--- src/logic/tct_pkg.sv ---
// Purpose: shared constants of the two-channel timer register block
// Assumes: apb register word index = paddr[7:2]; byte address = 4 * index
// Notes:   offsets, field positions, codes and multi-bit reset values used by tct_timer live here once
package tct_pkg;

   // register word indices (byte address is four times the index)
   localparam logic [5:0] IDX_MAIN_CTRL  = 6'h10;
   localparam logic [5:0] IDX_COUNT_HI   = 6'h11;
   localparam logic [5:0] IDX_COUNT_LO   = 6'h12;
   localparam logic [5:0] IDX_CH0_CTRL   = 6'h13;
   localparam logic [5:0] IDX_PERIOD_HI  = 6'h14;
   localparam logic [5:0] IDX_PERIOD_LO  = 6'h15;
   localparam logic [5:0] IDX_CH1_CTRL   = 6'h16;
   localparam logic [5:0] IDX_CH0_CMP_HI = 6'h18;
   localparam logic [5:0] IDX_CH0_CMP_LO = 6'h19;
   localparam logic [5:0] IDX_CH1_CMP_HI = 6'h1A;
   localparam logic [5:0] IDX_CH1_CMP_LO = 6'h1B;

   // main control field positions
   localparam int MC_FLAG   = 7;
   localparam int MC_IE     = 6;
   localparam int MC_HALT   = 5;
   localparam int MC_CLEAR  = 4;
   localparam int MC_PS_LSB = 0;
   localparam int MC_PS_MSB = 2;

   // channel control field positions
   localparam int CC_FLAG = 7;
   localparam int CC_IE   = 6;
   localparam int CC_BUF  = 5;
   localparam int CC_MSA  = 4;
   localparam int CC_ELSB = 3;
   localparam int CC_ELSA = 2;
   localparam int CC_TOV  = 1;
   localparam int CC_MAX  = 0;

   // reset values
   localparam logic [2:0]  PS_RESET     = 3'h0;
   localparam logic [15:0] COUNT_RESET  = 16'h0000;
   localparam logic [15:0] PERIOD_RESET = 16'hFFFF;
   localparam logic [1:0]  ELS_RESET    = 2'h0;
   localparam logic [7:0]  BYTE_ZERO    = 8'h00;

   // prescaler codes
   localparam logic [2:0] PS_EXT_PIN = 3'h7;
   localparam int         DIV_BITS   = 6;

   // edge/level select codes: capture trigger or compare action
   localparam logic [1:0] ELS_OFF  = 2'h0;
   localparam logic [1:0] ELS_RISE = 2'h1;
   localparam logic [1:0] ELS_FALL = 2'h2;
   localparam logic [1:0] ELS_BOTH = 2'h3;

   // compare actions share the edge codes
   localparam logic [1:0] ACT_TOGGLE = 2'h1;
   localparam logic [1:0] ACT_CLEAR  = 2'h2;
   localparam logic [1:0] ACT_SET    = 2'h3;

endpackage

--- src/logic/tct_prescaler.sv ---
// Purpose: counter clock enable from bus clock divider or external pin
// Assumes: external pin is asynchronous; pulse width above two bus clocks
// Notes:   output is a one-cycle enable, never a derived clock
`timescale 1ns/100ps
module tct_prescaler (
   // clock and reset
   input  wire logic       core_clk_in,
   input  wire logic       reset_in,
   // control
   input  wire logic       clear_in,
   input  wire logic [2:0] select_in,
   // external timer clock pin
   input  wire logic       ext_clk_in,
   // enable out
   output logic            tick_out
);

   logic [tct_pkg::DIV_BITS-1:0] div_q;
   logic [tct_pkg::DIV_BITS-1:0] div_mask;
   logic                         ext_meta_q;
   logic                         ext_sync_q;
   logic                         ext_prev_q;
   logic                         div_tick;

   // free-running divider, zeroed by the clear bit
   always_ff @(posedge core_clk_in or posedge reset_in) begin
      if (reset_in) begin
         div_q <= '0;
      end else if (clear_in) begin
         div_q <= '0;
      end else begin
         div_q <= div_q + 1'b1;
      end
   end

   always_ff @(posedge core_clk_in or posedge reset_in) begin
      if (reset_in) begin
         ext_meta_q <= 1'b0;
         ext_sync_q <= 1'b0;
         ext_prev_q <= 1'b0;
      end else begin
         ext_meta_q <= ext_clk_in;
         ext_sync_q <= ext_meta_q;
         ext_prev_q <= ext_sync_q;
      end
   end

   // divide by two to the select
   always_comb begin
      div_mask = tct_pkg::DIV_BITS'((7'h01 << select_in) - 7'h01);
      div_tick = ((div_q & div_mask) == div_mask);
   end

   assign tick_out = (select_in == tct_pkg::PS_EXT_PIN) ? (ext_sync_q & ~ext_prev_q)
                                                        : (div_tick & ~clear_in);

endmodule

--- src/logic/tct_timer.sv ---
// Purpose: register block and counter of a two-channel 16-bit timer on apb
// Assumes: pready always high, so every access ends in its first access cycle
// Notes:   byte-wide registers sit in the low bits of each apb word
//
// Contract
// - overflow flag sets when count equals period
// - flag clears by read-then-write-zero only
// - overflow irq when flag and enable set
// - halt bit freezes counter, set at reset
// - halted counter blocks channel captures
// - clear bit zeroes counter and prescaler
// - halt plus clear leaves counter zero
// - select picks divider or external pin
// - high read latches low byte once
// - counter zero on reset and clear
// - count wraps to zero after period
// - period high write blocks overflow until low
// - period resets to all ones
// - channel flag on capture edge or match
// - channel flag read-then-write-zero clear
// - channel irq when flag and enable
// - buffered bit disables channel one
// - low mode bit picks compare or capture
// - low mode bit presets idle pin level
// - edge field selects trigger or action
// - toggle pin on wrap in compare
// - wrap action beats same-cycle compare
// - compare high write blocks matches until low
`timescale 1ns/100ps
module tct_timer (
   // clock and reset
   input  wire logic        core_clk_in,
   input  wire logic        reset_in,
   // apb slave
   input  wire logic        psel_in,
   input  wire logic        penable_in,
   input  wire logic        pwrite_in,
   input  wire logic [7:0]  paddr_in,
   input  wire logic [31:0] pwdata_in,
   output logic      [31:0] prdata_out,
   output logic             pready_out,
   output logic             pslverr_out,
   // timer pins
   input  wire logic        external_timer_clock_pin_in,
   input  wire logic [1:0]  channel_pin_in,
   output logic      [1:0]  channel_pin_out,
   output logic      [1:0]  channel_pin_oe_out,
   // interrupt requests
   output logic             overflow_irq_out,
   output logic      [1:0]  channel_irq_out
);
   // register decode shared by every read and write path
   function automatic logic reg_hit(input logic [7:0] addr, input logic [5:0] idx);
      return (addr[7:2] == idx) && (addr[1:0] == 2'b00);
   endfunction
   logic        access;
   logic        main_hit;
   logic        wr_acc;
   logic        rd_acc;
   logic [7:0]  wbyte;
   logic        mapped;
   logic [7:0]  rd_byte;
   logic        overflow_flag_q;
   logic        ovf_armed_q;
   logic        overflow_irq_enable_q;
   logic        counter_halt_q;
   logic [2:0]  clock_divider_select_q;
   logic [15:0] count_q;
   logic [15:0] period_q;
   logic        period_inhibit_q;
   logic [7:0]  low_latch_q;
   logic        latched_q;
   logic        buffered_mode_select_q;
   logic        clear_pulse;
   logic        tick;
   logic        step;
   logic        wrap;
   logic        ovf_event;
   logic [1:0]  ch_flag_q;
   logic [1:0]  ch_armed_q;
   logic [1:0]  ch_ie_q;
   logic [1:0]  ch_msa_q;
   logic [1:0]  ch_els_q [2];
   logic [1:0]  ch_tov_q;
   logic [1:0]  ch_max_q;
   logic [15:0] ch_cmp_q [2];
   logic [1:0]  ch_cmp_inhibit_q;
   logic [1:0]  ch_pin_q;
   logic [1:0]  ch_meta_q;
   logic [1:0]  ch_sync_q;
   logic [1:0]  ch_prev_q;
   logic [7:0]  ch_ctl_rd [2];
   // apb strobes; zero-wait slave
   assign access     = psel_in & penable_in;
   assign wr_acc     = access & pwrite_in;
   assign rd_acc     = access & ~pwrite_in;
   assign wbyte      = pwdata_in[7:0];
   assign pready_out = 1'b1;
   assign main_hit   = reg_hit(paddr_in, tct_pkg::IDX_MAIN_CTRL);
   assign clear_pulse = wr_acc & main_hit & wbyte[tct_pkg::MC_CLEAR];
   tct_prescaler u_prescaler (
      .core_clk_in (core_clk_in),
      .reset_in    (reset_in),
      .clear_in    (clear_pulse),
      .select_in   (clock_divider_select_q),
      .ext_clk_in  (external_timer_clock_pin_in),
      .tick_out    (tick)
   );
   // counting step when running and not cleared
   assign step      = tick & ~counter_halt_q & ~clear_pulse;
   assign wrap      = step & (count_q == period_q);
   assign ovf_event = wrap & ~period_inhibit_q;
   // counter: clear wins, then wrap, then increment
   always_ff @(posedge core_clk_in or posedge reset_in) begin
      if (reset_in) begin
         count_q <= tct_pkg::COUNT_RESET;
      end else if (clear_pulse || wrap) begin
         count_q <= tct_pkg::COUNT_RESET;
      end else if (step) begin
         count_q <= count_q + 16'h0001;
      end
   end
   // main control fields; halt set out of reset
   always_ff @(posedge core_clk_in or posedge reset_in) begin
      if (reset_in) begin
         overflow_irq_enable_q  <= 1'b0;
         counter_halt_q         <= 1'b1;
         clock_divider_select_q <= tct_pkg::PS_RESET;
      end else if (wr_acc && main_hit) begin
         overflow_irq_enable_q  <= wbyte[tct_pkg::MC_IE];
         // halt bit stored; follows since clear still acts
         counter_halt_q         <= wbyte[tct_pkg::MC_HALT];
         clock_divider_select_q <= wbyte[tct_pkg::MC_PS_MSB:tct_pkg::MC_PS_LSB];
      end
   end
   // overflow flag; set beats clear in the same cycle
   always_ff @(posedge core_clk_in or posedge reset_in) begin
      if (reset_in) begin
         overflow_flag_q <= 1'b0;
         ovf_armed_q     <= 1'b0;
      end else if (ovf_event) begin
         overflow_flag_q <= 1'b1;
         ovf_armed_q     <= 1'b0;
      end else if (rd_acc && main_hit && overflow_flag_q) begin
         ovf_armed_q <= 1'b1;
      end else if (wr_acc && main_hit) begin
         // zero clears only after an arming read; one does nothing
         if (ovf_armed_q && !wbyte[tct_pkg::MC_FLAG]) begin
            overflow_flag_q <= 1'b0;
         end
         ovf_armed_q <= 1'b0;
      end
   end
   assign overflow_irq_out = overflow_flag_q & overflow_irq_enable_q;
   // low byte latch on high read, released by low read
   always_ff @(posedge core_clk_in or posedge reset_in) begin
      if (reset_in) begin
         low_latch_q <= tct_pkg::BYTE_ZERO;
         latched_q   <= 1'b0;
      end else if (clear_pulse) begin
         latched_q <= 1'b0;
      end else if (rd_acc && reg_hit(paddr_in, tct_pkg::IDX_COUNT_HI) && !latched_q) begin
         low_latch_q <= count_q[7:0];
         latched_q   <= 1'b1;
      end else if (rd_acc && reg_hit(paddr_in, tct_pkg::IDX_COUNT_LO)) begin
         latched_q <= 1'b0;
      end
   end
   // period register; software should clear counter first, not enforced
   always_ff @(posedge core_clk_in or posedge reset_in) begin
      if (reset_in) begin
         period_q         <= tct_pkg::PERIOD_RESET;
         period_inhibit_q <= 1'b0;
      end else if (wr_acc && reg_hit(paddr_in, tct_pkg::IDX_PERIOD_HI)) begin
         // high write opens the inhibit window
         period_q[15:8]   <= wbyte;
         period_inhibit_q <= 1'b1;
      end else if (wr_acc && reg_hit(paddr_in, tct_pkg::IDX_PERIOD_LO)) begin
         period_q[7:0]    <= wbyte;
         period_inhibit_q <= 1'b0;
      end
   end
   // buffered mode bit lives in channel 0 only
   always_ff @(posedge core_clk_in or posedge reset_in) begin
      if (reset_in) begin
         buffered_mode_select_q <= 1'b0;
      end else if (wr_acc && reg_hit(paddr_in, tct_pkg::IDX_CH0_CTRL)) begin
         buffered_mode_select_q <= wbyte[tct_pkg::CC_BUF];
      end
   end
   // per-channel logic
   generate
      for (genvar gi = 0; gi < 2; gi++) begin : g_ch
         localparam logic [5:0] CTRL_IDX = (gi == 0) ? tct_pkg::IDX_CH0_CTRL
                                                     : tct_pkg::IDX_CH1_CTRL;
         localparam logic [5:0] HI_IDX   = (gi == 0) ? tct_pkg::IDX_CH0_CMP_HI
                                                     : tct_pkg::IDX_CH1_CMP_HI;
         localparam logic [5:0] LO_IDX   = (gi == 0) ? tct_pkg::IDX_CH0_CMP_LO
                                                     : tct_pkg::IDX_CH1_CMP_LO;
         logic active;
         logic buf_here;
         logic cap_mode;
         logic cmp_mode;
         logic rise;
         logic fall;
         logic cap_event;
         logic match;
         logic wrap_hit;
         logic ctl_wr;
         logic ctl_rd;
         // channel 1 idle while buffered mode is on
         assign active   = (gi == 0) | ~buffered_mode_select_q;
         assign buf_here = (gi == 0) & buffered_mode_select_q;
         assign ctl_wr   = wr_acc & reg_hit(paddr_in, CTRL_IDX) & active;
         assign ctl_rd   = rd_acc & reg_hit(paddr_in, CTRL_IDX) & active;
         // low mode bit chooses capture or compare
         assign cap_mode = active & (ch_els_q[gi] != tct_pkg::ELS_OFF) & ~ch_msa_q[gi] & ~buf_here;
         assign cmp_mode = active & (ch_els_q[gi] != tct_pkg::ELS_OFF) & (ch_msa_q[gi] | buf_here);
         // pin synchroniser; edge detect compares second and third stages
         always_ff @(posedge core_clk_in or posedge reset_in) begin
            if (reset_in) begin
               ch_meta_q[gi] <= 1'b0;
               ch_sync_q[gi] <= 1'b0;
               ch_prev_q[gi] <= 1'b0;
            end else begin
               ch_meta_q[gi] <= channel_pin_in[gi];
               ch_sync_q[gi] <= ch_meta_q[gi];
               ch_prev_q[gi] <= ch_sync_q[gi];
            end
         end
         assign rise = ch_sync_q[gi] & ~ch_prev_q[gi];
         assign fall = ~ch_sync_q[gi] & ch_prev_q[gi];
         // trigger edge choice; no capture while halted
         assign cap_event = cap_mode & ~counter_halt_q
                            & ((rise & ch_els_q[gi][0]) | (fall & ch_els_q[gi][1]));
         assign match    = cmp_mode & step & (count_q == ch_cmp_q[gi]) & ~ch_cmp_inhibit_q[gi];
         assign wrap_hit = cmp_mode & ch_tov_q[gi] & wrap;
         // control fields; writes ignored while channel disabled
         always_ff @(posedge core_clk_in or posedge reset_in) begin
            if (reset_in) begin
               ch_ie_q[gi]  <= 1'b0;
               ch_msa_q[gi] <= 1'b0;
               ch_els_q[gi] <= tct_pkg::ELS_RESET;
               ch_tov_q[gi] <= 1'b0;
               ch_max_q[gi] <= 1'b0;
            end else if (ctl_wr) begin
               ch_ie_q[gi]  <= wbyte[tct_pkg::CC_IE];
               ch_msa_q[gi] <= wbyte[tct_pkg::CC_MSA];
               ch_els_q[gi] <= wbyte[tct_pkg::CC_ELSB:tct_pkg::CC_ELSA];
               ch_tov_q[gi] <= wbyte[tct_pkg::CC_TOV];
               ch_max_q[gi] <= wbyte[tct_pkg::CC_MAX];
            end
         end
         // event flag; new event beats the clear
         always_ff @(posedge core_clk_in or posedge reset_in) begin
            if (reset_in) begin
               ch_flag_q[gi]  <= 1'b0;
               ch_armed_q[gi] <= 1'b0;
            end else if (cap_event || match) begin
               ch_flag_q[gi]  <= 1'b1;
               ch_armed_q[gi] <= 1'b0;
            end else if (ctl_rd && ch_flag_q[gi]) begin
               ch_armed_q[gi] <= 1'b1;
            end else if (ctl_wr) begin
               if (ch_armed_q[gi] && !wbyte[tct_pkg::CC_FLAG]) begin
                  ch_flag_q[gi] <= 1'b0;
               end
               ch_armed_q[gi] <= 1'b0;
            end
         end
         // compare value: capture loads it, software writes it by bytes
         always_ff @(posedge core_clk_in or posedge reset_in) begin
            if (reset_in) begin
               ch_cmp_q[gi]         <= tct_pkg::COUNT_RESET;
               ch_cmp_inhibit_q[gi] <= 1'b0;
            end else if (cap_event) begin
               ch_cmp_q[gi] <= count_q;
            end else if (wr_acc && reg_hit(paddr_in, HI_IDX)) begin
               ch_cmp_q[gi][15:8]   <= wbyte;
               // only compare modes hold off matches
               ch_cmp_inhibit_q[gi] <= cmp_mode;
            end else if (wr_acc && reg_hit(paddr_in, LO_IDX)) begin
               ch_cmp_q[gi][7:0]    <= wbyte;
               ch_cmp_inhibit_q[gi] <= 1'b0;
            end
         end
         // output level; idle channels keep the preset level ready
         always_ff @(posedge core_clk_in or posedge reset_in) begin
            if (reset_in) begin
               ch_pin_q[gi] <= 1'b1;
            end else if (!cmp_mode) begin
               // one presets low, zero presets high
               ch_pin_q[gi] <= ~ch_msa_q[gi];
            end else if (ch_max_q[gi] && ch_tov_q[gi]) begin
               ch_pin_q[gi] <= 1'b1;
            end else if (wrap_hit) begin
               // toggle on wrap; compare ignored this cycle
               ch_pin_q[gi] <= ~ch_pin_q[gi];
            end else if (match) begin
               unique case (ch_els_q[gi])
                  tct_pkg::ACT_TOGGLE: ch_pin_q[gi] <= ~ch_pin_q[gi];
                  tct_pkg::ACT_CLEAR:  ch_pin_q[gi] <= 1'b0;
                  tct_pkg::ACT_SET:    ch_pin_q[gi] <= 1'b1;
               endcase
            end
         end
         // pin driven only in compare modes
         assign channel_pin_out[gi]    = ch_pin_q[gi];
         assign channel_pin_oe_out[gi] = cmp_mode;
         // channel request level, silent when idle
         assign channel_irq_out[gi]    = ch_flag_q[gi] & ch_ie_q[gi] & active;
         // readback; disabled channel 1 reads zero
         assign ch_ctl_rd[gi] = active ? {ch_flag_q[gi], ch_ie_q[gi], buf_here,
                                          ch_msa_q[gi], ch_els_q[gi], ch_tov_q[gi],
                                          ch_max_q[gi]}
                                       : tct_pkg::BYTE_ZERO;
      end
   endgenerate
   // read mux; clear bit always reads zero, bit 3 reserved
   always_comb begin
      rd_byte = tct_pkg::BYTE_ZERO;
      mapped  = 1'b1;
      if (main_hit) begin
         rd_byte[tct_pkg::MC_FLAG]                     = overflow_flag_q;
         rd_byte[tct_pkg::MC_IE]                       = overflow_irq_enable_q;
         rd_byte[tct_pkg::MC_HALT]                     = counter_halt_q;
         rd_byte[tct_pkg::MC_PS_MSB:tct_pkg::MC_PS_LSB] = clock_divider_select_q;
      end else if (reg_hit(paddr_in, tct_pkg::IDX_COUNT_HI)) begin
         rd_byte = count_q[15:8];
      end else if (reg_hit(paddr_in, tct_pkg::IDX_COUNT_LO)) begin
         // latched value until the low byte is read
         rd_byte = latched_q ? low_latch_q : count_q[7:0];
      end else if (reg_hit(paddr_in, tct_pkg::IDX_PERIOD_HI)) begin
         rd_byte = period_q[15:8];
      end else if (reg_hit(paddr_in, tct_pkg::IDX_PERIOD_LO)) begin
         rd_byte = period_q[7:0];
      end else if (reg_hit(paddr_in, tct_pkg::IDX_CH0_CTRL)) begin
         rd_byte = ch_ctl_rd[0];
      end else if (reg_hit(paddr_in, tct_pkg::IDX_CH1_CTRL)) begin
         rd_byte = ch_ctl_rd[1];
      end else if (reg_hit(paddr_in, tct_pkg::IDX_CH0_CMP_HI)) begin
         rd_byte = ch_cmp_q[0][15:8];
      end else if (reg_hit(paddr_in, tct_pkg::IDX_CH0_CMP_LO)) begin
         rd_byte = ch_cmp_q[0][7:0];
      end else if (reg_hit(paddr_in, tct_pkg::IDX_CH1_CMP_HI)) begin
         rd_byte = ch_cmp_q[1][15:8];
      end else if (reg_hit(paddr_in, tct_pkg::IDX_CH1_CMP_LO)) begin
         rd_byte = ch_cmp_q[1][7:0];
      end else begin
         mapped = 1'b0;
      end
   end
   // unmapped or misaligned access answers with an error
   assign prdata_out  = {24'h00_0000, rd_byte};
   assign pslverr_out = access & ~mapped;
endmodule

--- config.mk ---
export PLATFORM = sky130hd
export DESIGN_NAME = tct_timer
export DESIGN_NICKNAME = d
export VERILOG_FILES = /design/src/logic/tct_pkg.sv /design/src/logic/tct_prescaler.sv /design/src/logic/tct_timer.sv
export SDC_FILE = /design/constraint.sdc
export NUM_CORES = 1
export LEC_CHECK = 0
export BUFFER_PORTS_ARGS = -buffer_cell sky130_fd_sc_hd__buf_2
export CORE_ASPECT_RATIO = 2
export CORE_MARGIN = 2
export CORE_UTILIZATION = 52
export CTS_CLUSTER_SIZE = 10
export DETAILED_ROUTE_END_ITERATION = 8
export GPL_TIMING_DRIVEN = 0
export PLACE_DENSITY = 0.76
export SLEW_MARGIN = 10
export SYNTH_ARGS = -nofsm -noshare
export SYNTH_HDL_FRONTEND = slang
export SYNTH_SLANG_ARGS = --single-unit
--- constraint.sdc ---
create_clock -name core_clk_in -period 3.8 [get_ports core_clk_in]
set_input_delay 0.95 -clock core_clk_in [delete_from_list [all_inputs] [get_ports core_clk_in]]
set_output_delay 0.95 -clock core_clk_in [all_outputs]
set_load 0.005 [all_outputs]
==> key figures, run 1 <==
Global route
  • Congestion Overflow GR: 0
  • GR peak layer: met2
  • GR Layer Usage met2: 58.7%
  • Initial antenna violation count: 0
  • Largest net degree at the start of global routing: 39
  • Tot GR Track Use: 34.9%
  • Vias in the first global route: 6326
  • First-pass GRT wire length: 36800 um
  • GR Layer Usage met3: 6.51%
  • GR Layer Usage met1: 38.4%

Routing
  • Drt initial violations: 616
  • Post-detailed-route count of antenna-violating nets: 0
  • Via count: 6143
  • # DRC: 0
  • DR WL/cell: 25.0 um
  • Total routed wirelength: 24100 um
  • Pre-antenna DRT Iters: 6
  • Via density: 6.37

Critical path
  • Critical-path maximum fanout: 7
  • Slowest stage delay, CP: 0.58 ns
  • Setup crit start kind: input port
  • Critical Path RT: 2.85 ns
  • CP Class: input port to primary output
  • Slowest cell on crit path: or4bb_4
  • Worst EP arrival: 2.88 ns
  • Crit path capture type: primary output
  • CP cell instances: buf_12 -> or4bb_4 -> nor2_4 -> mux2_4 -> a22oi_2 -> nand3_2 -> o21ai_1 -> a31oi_1 -> buf_2

Layout
  • Ant. Diodes: 0
  • Final Util: 66.0%
  • Leading cell type in the layout, fill and taps excluded: dfrtp_1
  • Most frequent cells in the layout: 98 x dfrtp_1, 87 x nand2_1, 52 x xor2_1
  • Final net count: 849
  • Area Growth Syn to Fin: 24.4%
  • Share of cells above drive strength 1: 29.6%

Worst hold path
  • Hold Crit Class: flip-flop to flip-flop

Timing
  • Final-report hold violation count: 0
  • Unrepaired setup endpoints after global routing: yes
  • Fmax: 0.261 GHz
  • Final hold slack: 0.349 ns
  • Slew Limit Fails: 0
  • Final setup TNS: -0.0450 ns
  • Final WS setup: -0.0267 ns
  • Slew margin rel.: 16.7%
  • Least-Margin Pin Slew: 1.24 ns
  • Fin crit share: 101%
  • Final setup vio count: 2
  • Final Skew: 0.0102 ns
  • Post-layout minimum cycle time: 3.83 ns

Synth
  • Top-area cell type share of the netlist area: 35.8%
  • Post-synthesis cell count: 701
  • Ys flop type: dfrtp_1
  • FFs w/ async S/R, synth: 100%
  • Top area cells in the synthesized netlist: dfrtp_1 36%, mux2_2 8.0%, dfstp_2 7.3%, xor2_1 6.6%, mux2i_1 5.5%
  • Sequential share of the synthesized area: 43.1%
  • Synthesized area per cell: 9.78 um^2
  • Synth area leader: dfrtp_1
  • FF+latch count, synth: 117
  • Warnings from Yosys: 0
  • Post-synth EDFFs: 0
  • Count of cell types in the netlist: 63
  • Syn Std Cell Area: 0.00686 mm^2

Die
  • # IOs: 89
  • Initial Util: 53.1%
  • Core area: 0.0129 mm^2
  • Cell Rows: 59
  • Die W: 85.2 um
  • DIE HEIGHT: 166 um
  • DIE AREA: 0.0142 mm^2

Clocking
  • CTS buffer count: 17
  • Clk_lat worst skew: 0.43 ns
  • Clock H-tree levels: 4
  • Root buf cell: clkbuf_16
  • Clk buf depth: 2
  • Worst-path clk slew: 0.06 ns
  • TritonCTS clock tree: done
  • Clk sinks: 117

Power
  • Pwr dens: 446 mW/mm^2
  • Peak supply drop: 0.000350 V
  • Leak: 3.86 nW
  • Overall power: 3.81 mW

Job
  • Max_cap viols: 0

Place
  • DP HPWL: 17100 um
  • Dpl ws: -0.700 ns
  • Port buffer count: 33
  • Gp weighted congestion: 1.06

Run status
  • Status: finished with violations
  • Failing checks: setup timing
==> area by class of cell <==
type | instances | area, um^2
multi-input combinational | 529 | 3930
clock inverter | 15 | 144
sequential | 117 | 2950
fill | 997 | 4390
tap | 152 | 190
buffer | 66 | 395
clock buffer | 17 | 425
timing repair buffer | 56 | 444
inverter | 12 | 48.8
==> per-stage QoR <==
stage,instance area [um^2],cells
after global routing,8530,964
after CTS,8320,959
after floorplan,6950,724
after global placement,7300,909
final,8530,964
after detailed placement,7370,912
==> worst max-delay path, delay by kind of cell <==
kind	cells	cell delay, ns
compound gates	3	0.42
simple gates	3	0.90
buf+inv	2	0.27
mux	1	0.33
==> power breakdown <==
part	total [mW]	internal, mW	switching, mW
combinational	0.716	0.264	0.451
clock	1.58	0.914	0.666
sequential	1.51	1.38	0.134
total	3.81	2.55	1.25
==> repair_timing <==
item,in CTS,in global routing
pin swaps,21,17
setup endpoints to repair,9,6
hold buffers,0,0
gates resized for setup,61,32
setup buffers,15,5
==> final timing paths <==
path,end,cells past startpoint,startpoint,slack (ns)
max in group asynchronous,counter_halt_q$_DFFE_PP1N_,4,reset_in,2.58
worst min register to register,u_prescaler.ext_sync_q$_DFF_PP0_,0,u_prescaler.ext_meta_q$_DFF_PP0_,0.35
worst max-delay path,prdata_out[5],9,paddr_in[4],-0.03
worst max register to register,channel_pin_out[1]$_DFFE_PP1P_,7,buffered_mode_select_q$_DFFE_PP0P_,0.15
worst min-delay path,u_prescaler.ext_sync_q$_DFF_PP0_,0,u_prescaler.ext_meta_q$_DFF_PP0_,0.35
min in group asynchronous,ch_cmp_q[25]$_DFFE_PP0P_,2,reset_in,0.43
==> layer usage <==
layer,vias to the layer above,wire (um)
li1,2663,-
met1,3013,8400
met2,351,12000
met3,116,1650
met4,0,2070
met5,-,0
==> synth_stat cells (12+ instances only) <==
master    count
a21oi_1      16
buf_4        27
clkbuf_1     27
dfrtp_1      98
dfstp_2      19
inv_1        12
mux2_2       49
mux2i_1      38
nand2_1      90
nand3_1      15
nor2_1       43
nor4_1       17
o21ai_0      48
xnor2_1      12
xor2_1       52
==> kinds of logic after synthesis <==
kind of cell,Yosys count,share of synthesized area [%]
and+or+nand+nor,229,17.2
AOI/OAI and AO/OA,122,11.7
DFF,117,43.1
muxes,87,13.6
buffers and inverters,78,5.88
xor gates and xnor gates,64,8.18
adders and majority gates,2,0.365
other,2,0.110
==> flip-flops by register name, summed over array words and instances, names as in the netlist, 2 cells and up <==
signal and cells:
ch_els_q 2, u_prescaler.div_q 6, channel_pin_out 2, low_latch_q 8, ch_ctl_rd 7, ch_cmp_inhibit_q 2, period_q 16, ch_armed_q 2
count_q 16, ch_cmp_q 32, clock_divider_select_q 3, ch_meta_q 2, ch_prev_q 2, ch_sync_q 2
(Power assumes the default switching activity.)
==> inputs of run 2 (changes only) <==
--- a/config.mk
+++ b/config.mk
@@ -13,6 +13,7 @@
 export DETAILED_ROUTE_END_ITERATION = 8
 export GPL_TIMING_DRIVEN = 0
 export PLACE_DENSITY = 0.76
+export SKIP_LAST_GASP = 1
 export SLEW_MARGIN = 10
 export SYNTH_ARGS = -nofsm -noshare
 export SYNTH_HDL_FRONTEND = slang
==> key figures, run 2 (synthesized netlist as in run 1, its figures left out) <==
Run status
  • Status: finished with violations
  • Failing checks: setup timing

Job
  • Max_cap viols: 0 (unchanged)

Die
  • Initial Util: 53.1% (unchanged)
  • # IOs: 89 (unchanged)
  • Cell Rows: 59 (unchanged)
  • Die W: 85.2 um (unchanged)
  • Core area: 0.0129 mm^2 (unchanged)
  • DIE AREA: 0.0142 mm^2 (unchanged)
  • DIE HEIGHT: 166 um (unchanged)

Critical path
  • CP Class: input port to primary output
  • R2R Setup Slk: 0.20 ns (+0.05 ns)
  • Critical Path RT: 2.85 ns (about the same)
  • CP startpoint: paddr_in[2]
  • Critical-path maximum fanout: 5 (-2)
  • Worst R2R Start: buffered_mode_select_q$_DFFE_PP0P_
  • Worst EP arrival: 2.87 ns (about the same)
  • Crit path capture type: primary output
  • Setup crit start kind: input port

Worst hold path
  • Hold Path Origin: ch_meta_q[0]$_DFF_PP0_
  • Hold Crit Class: flip-flop to flip-flop

Timing
  • Least-Margin Pin Slew: 1.28 ns (+0.0418 ns)
  • Slew margin rel.: 13.9% (-2.8 points)
  • Final setup TNS: -0.0374 ns (+0.00758 ns)
  • Unrepaired setup endpoints after global routing: yes
  • Fmax: 0.262 GHz (+0.11%)
  • Post-layout minimum cycle time: 3.82 ns (-0.00435 ns)
  • Final WS setup: -0.0224 ns (+0.00435 ns)
  • Final Skew: 0.0120 ns (+0.00179 ns)
  • Final-report hold violation count: 0 (unchanged)
  • Slew Limit Fails: 0 (unchanged)
  • Fin crit share: 101% (-0.11 points)
  • Final setup vio count: 3 (+1)

Power
  • Clk pwr share: 41.4% (about the same)
  • Sequential fraction of design power: 39.7% (about the same)
  • Overall power: 3.81 mW (about the same)
  • Power Internal: 2.56 mW (+0.13%)
  • Sw Share: 32.8% (about the same)
  • Comb pwr share: 18.9% (about the same)
  • Peak supply drop: 0.000350 V (-0.13%)
  • Pwr dens: 443 mW/mm^2 (-0.77%)
  • Leak: 3.91 nW (+1.3%)
  • Net Sw Power: 1.25 mW (about the same)

Layout
  • Most frequent cells in the layout: 98 x dfrtp_1, 87 x nand2_1, 57 x buf_4
  • Share of cells above drive strength 1: 30.4% (+0.86 points)
  • Area Growth Syn to Fin: 25.5%
  • FILL cells: 980 (-1.7%)
  • Finished Cell Area: 0.00860 mm^2 (+0.85%)
  • Final net count: 859 (+1.2%)
  • Leading cell type in the layout, fill and taps excluded: dfrtp_1
  • Top reg by flops: ch_cmp_q
  • Biggest regs: ch_cmp_q x32, count_q x16, period_q x16
  • Final Util: 66.6% (+0.56 points)
  • Max reg flops: 32 (unchanged)
  • Ant. Diodes: 0 (unchanged)

Routing
  • Pre-antenna DRT Iters: 5 (-1)
  • Drt initial violations: 641 (+4.1%)
  • # DRC: 0 (unchanged)
  • Post-detailed-route count of antenna-violating nets: 0 (unchanged)
  • Via count: 6190 (+0.77%)
  • DR WL/cell: 24.9 um (-0.31%)
  • Via density: 6.36 (-0.27%)
  • Total routed wirelength: 24300 um (+0.73%)

Clocking
  • Clk sinks: 117 (unchanged)
  • Clk_lat worst skew: 0.43 ns (about the same)
  • TritonCTS clock tree: done
  • Root buf cell: clkbuf_16
  • # hold bufs at CTS: 0 (unchanged)
  • Worst-path clk slew: 0.07 ns (about the same)
  • CTS buffer count: 17 (unchanged)
  • Clock H-tree levels: 4 (unchanged)
  • Clk buf depth: 2 (unchanged)

Place
  • DP HPWL: 17100 um (unchanged)
  • Placed Area: 0.00737 mm^2 (unchanged)
  • Gp weighted congestion: 1.06 (unchanged)
  • Port buffer count: 33 (unchanged)

Global route
  • Vias in the first global route: 6314 (-0.19%)
  • First-pass GRT wire length: 36800 um (about the same)
  • Largest net degree at the start of global routing: 39 (unchanged)
  • Congestion Overflow GR: 0 (unchanged)
  • Tot GR Track Use: 34.9% (about the same)
  • Initial antenna violation count: 0 (unchanged)
[run 2: cell types whose count changed in the layout (fill, tap and decap cells not counted)]
cell	before	now
clkbuf_4	1	0
buf_2	29	30
buf_6	10	6
buf_8	0	2
buf_4	45	57
[run 2: area by class of cell]
class / instances / area (um^2) / share of cell area [%]
Buffer: 65 / 380 / 4.42
Multi-Input combinational cell: 529 / 3930 / 45.7
Sequential cell: 117 / 2950 / 34.3
Clock inverter: 15 / 144 / 1.67
Timing Repair Buffer: 67 / 532 / 6.18
Clock buffer: 17 / 425 / 4.95
Inverter: 12 / 48.8 / 0.567
Tap cell: 152 / 190 / 2.21
[run 2: worst paths after layout]
| path | endpoint | cells past startpoint |
|---|---|---|
| max | prdata_out[4] | 9 |
| min | ch_sync_q[0]$_DFF_PP0_ | 0 |
| max reg2reg | channel_pin_out[1]$_DFFE_PP1P_ | 7 |
| min reg2reg | ch_sync_q[0]$_DFF_PP0_ | 0 |
| max in group asynchronous | counter_halt_q$_DFFE_PP1N_ | 4 |
| min in group asynchronous | ch_cmp_q[25]$_DFFE_PP0P_ | 2 |
[run 2: repair_timing]
action	in CTS	in global routing
setup endpoints to repair	9	8
cloned	0	0
gates resized for setup	54	41
hold endpoints to repair	0	0
pin swaps	20	28
buffers inserted	15	16
[run 2: through the flow]
stage | cells | hold slack [ns] | setup slack, ns
detailed placement | 912 | 0.337 | -0.700
CTS | 959 | 0.352 | -0.0476
global placement | 909 | 0.332 | -0.692
finish | 974 | 0.349 | -0.0224
global route | 974 | 0.353 | -0.0621
floorplan | 724 | 0.331 | 0.0619
[run 2: critical path, cell delays in order]
cell and delay, ns:
buf_12 0.11, or4_4 0.59, nor4b_4 0.36, nand3_1 0.14
a31oi_1 0.20, a211oi_1 0.08, o21ai_1 0.16, a22o_1 0.16
buf_2 0.11
[run 2: power by group through the flow]
stage / Sequential (mW) / Combinational (mW) / Clock, mW
global route: 1.53 / 0.785 / 1.63
detailed placement: 1.52 / 0.662 / 0
CTS: 1.50 / 0.689 / 1.58
global placement: 1.51 / 0.626 / 0
floorplan: 1.48 / 0.458 / 0
finish: 1.51 / 0.720 / 1.58
[run 2: routing by layer]
| metal | global-route usage (%) | part of all wire, % |
|---|---|---|
| met1 | 38.4 | 35 |
| met2 | 58.7 | 50 |
| met3 | 6.51 | 7.2 |
| met4 | 25.1 | 8.6 |
| met5 | 0 | 0 |
==> inputs of run 3 (changes only) <==
--- a/config.mk
+++ b/config.mk
@@ -8,11 +8,11 @@
 export BUFFER_PORTS_ARGS = -buffer_cell sky130_fd_sc_hd__buf_2
 export CORE_ASPECT_RATIO = 2
 export CORE_MARGIN = 2
-export CORE_UTILIZATION = 52
+export CORE_UTILIZATION = 46
 export CTS_CLUSTER_SIZE = 10
 export DETAILED_ROUTE_END_ITERATION = 8
 export GPL_TIMING_DRIVEN = 0
-export PLACE_DENSITY = 0.76
+export PLACE_DENSITY = 0.68
 export SKIP_LAST_GASP = 1
 export SLEW_MARGIN = 10
 export SYNTH_ARGS = -nofsm -noshare
==> key figures, run 3 (synthesized netlist as in run 1, its figures left out) <==
Critical path
  • Crit path capture type: primary output
  • Critical-path maximum fanout: 7 (+2)
  • Setup crit start kind: input port
  • Cells on worst reg2reg path: 7 (unchanged)
  • CP Class: input port to primary output
  • CP startpoint: paddr_in[4]
  • Worst R2R Start: buffered_mode_select_q$_DFFE_PP0P_
  • R2R Setup Slk: 0.27 ns (+0.07 ns)
  • Critical Path RT: 2.85 ns (about the same)
  • Worst EP arrival: 2.96 ns (+0.09 ns)

Layout
  • Area Growth Syn to Fin: 27.8%
  • Ant. Diodes: 0 (unchanged)
  • Max reg flops: 32 (unchanged)
  • Biggest regs: ch_cmp_q x32, count_q x16, period_q x16
  • Final net count: 853 (-0.70%)
  • Leading cell type in the layout, fill and taps excluded: dfrtp_1
  • Share of cells above drive strength 1: 30.8% (+0.35 points)
  • Top reg by flops: ch_cmp_q
  • Most frequent cells in the layout: 98 x dfrtp_1, 84 x nand2_1, 52 x xor2_1

Timing
  • Least-Margin Pin Slew: 1.04 ns (-0.243 ns)
  • Final hold slack: 0.351 ns (+0.00150 ns)
  • Post-layout minimum cycle time: 3.91 ns (+0.0865 ns)
  • Unrepaired setup endpoints after global routing: yes
  • Final setup vio count: 4 (+1)
  • Final Skew: 0.00901 ns (-0.00296 ns)
  • Final WS setup: -0.109 ns (-0.0865 ns)
  • Fin crit share: 103% (+2.3 points)
  • Slew Limit Fails: 0 (unchanged)
  • Final-report hold violation count: 0 (unchanged)
  • Slew margin rel.: 30.2% (+16 points)
  • Fmax: 0.256 GHz (-2.2%)

Routing
  • Drt initial violations: 478 (-25%)
  • Pre-antenna DRT Iters: 5 (unchanged)
  • M1 WL: 8680 um (+3.3%)
  • Routed length on met3: 1530 um (-13%)
  • Via density: 6.03 (-5.2%)
  • # DRC: 0 (unchanged)
  • Via count: 6092 (-1.6%)
  • Highest routed layer: met4
  • DR WL/cell: 24.6 um (-1.1%)
  • Wire length on met2: 12200 um (+1.8%)
  • Total routed wirelength: 24900 um (+2.6%)
  • Post-detailed-route count of antenna-violating nets: 0 (unchanged)

Die
  • # IOs: 89 (unchanged)
  • Die W: 90.3 um (+6.0%)
  • Initial Util: 46.5% (-6.6 points)
  • DIE HEIGHT: 177 um (+6.2%)
  • Core area: 0.0147 mm^2 (+14%)
  • DIE AREA: 0.0160 mm^2 (+13%)
  • Cell Rows: 63 (+6.8%)

Power
  • Overall power: 3.98 mW (+4.4%)
  • Peak supply drop: 0.000289 V (-17%)
  • Pwr dens: 454 mW/mm^2 (+2.5%)
  • Leak: 3.94 nW (+0.78%)

Place
  • DP HPWL: 17900 um (+4.5%)
  • Gp weighted congestion: 1.04 (-2.6%)
  • Dpl ws: -0.911 ns (-0.211 ns)
  • Port buffer count: 33 (unchanged)

Global route
  • First-pass GRT wire length: 37400 um (+1.7%)
  • Largest net degree at the start of global routing: 33 (-15%)
  • Congestion Overflow GR: 0 (unchanged)
  • Tot GR Track Use: 32.0% (-2.9 points)
  • Initial antenna violation count: 0 (unchanged)
  • Vias in the first global route: 6119 (-3.1%)

Clocking
  • Worst-path clk slew: 0.05 ns (-0.02 ns)
  • TritonCTS clock tree: done
  • Clk buf depth: 2 (unchanged)
  • Root buf cell: clkbuf_16
  • CTS buffer count: 17 (unchanged)
  • Clock H-tree levels: 4 (unchanged)
  • Clk_lat worst skew: 0.43 ns (about the same)
  • Clk sinks: 117 (unchanged)
  • # hold bufs at CTS: 0 (unchanged)

Worst hold path
  • Hold path depth: 0 (unchanged)
  • Hold Path Origin: ch_meta_q[1]$_DFF_PP0_
  • Hold Crit Class: flip-flop to flip-flop

Run status
  • Status: finished with violations
  • Failing checks: setup timing

Job
  • Max_cap viols: 0 (unchanged)
-- run 3: worst paths after layout --
kind | to
max | prdata_out[5]
min | ch_sync_q[1]$_DFF_PP0_
max reg2reg | channel_pin_out[1]$_DFFE_PP1P_
min reg2reg | ch_sync_q[1]$_DFF_PP0_
max in group asynchronous | period_q[2]$_DFFE_PP1P_
min in group asynchronous | ch_cmp_q[21]$_DFFE_PP0P_
-- run 3: area by class of cell --
class / instances / area (um^2)
plain buffers: 66 / 379
clock buffers: 21 / 470
clock inverters: 11 / 171
fillers: 1291 / 5980
inverters: 12 / 48.8
multi-input cells: 529 / 3980
flip-flops and latches: 117 / 2950
well taps: 195 / 244
repair buffers: 60 / 512
-- run 3: timing repair --
action,4_1_cts,5_1_grt
cloned,1,0
buffers inserted,16,6
pin swaps,23,8
setup endpoints to repair,9,7
gates resized for setup,73,23
-- run 3: routing by layer --
layer	vias up	GRT usage (%)
li1	2659	-
met5	-	0
met1	2985	33.8
met4	0	25.8
met3	115	6.05
met2	333	55.0
-- run 3: worst max-delay path, stage by stage --
cell,delay (ns)
buf_6,0.12
or4bb_4,0.59
nor2_4,0.19
mux2_4,0.33
a22oi_2,0.22
nand3_2,0.16
o21ai_2,0.09
a31oi_1,0.13
buf_2,0.17
-- run 3: power breakdown --
group / internal, mW / switching, mW
Combinational: 0.263 / 0.445
Sequential: 1.38 / 0.129
Clock: 1.15 / 0.612
Total: 2.79 / 1.19
-- run 3: metrics by stage --
stage               instance area (um^2)  util, %  TNS, ns  instances
floorplan                           6950        -        0        724
global placement                    7350     49.9    -5.87        952
finish                              8760     59.4   -0.261       1011
global route                        8760     59.4   -0.446       1011
CTS                                 8590     58.3  -0.0733       1006
detailed placement                  7440     50.5    -4.93        957
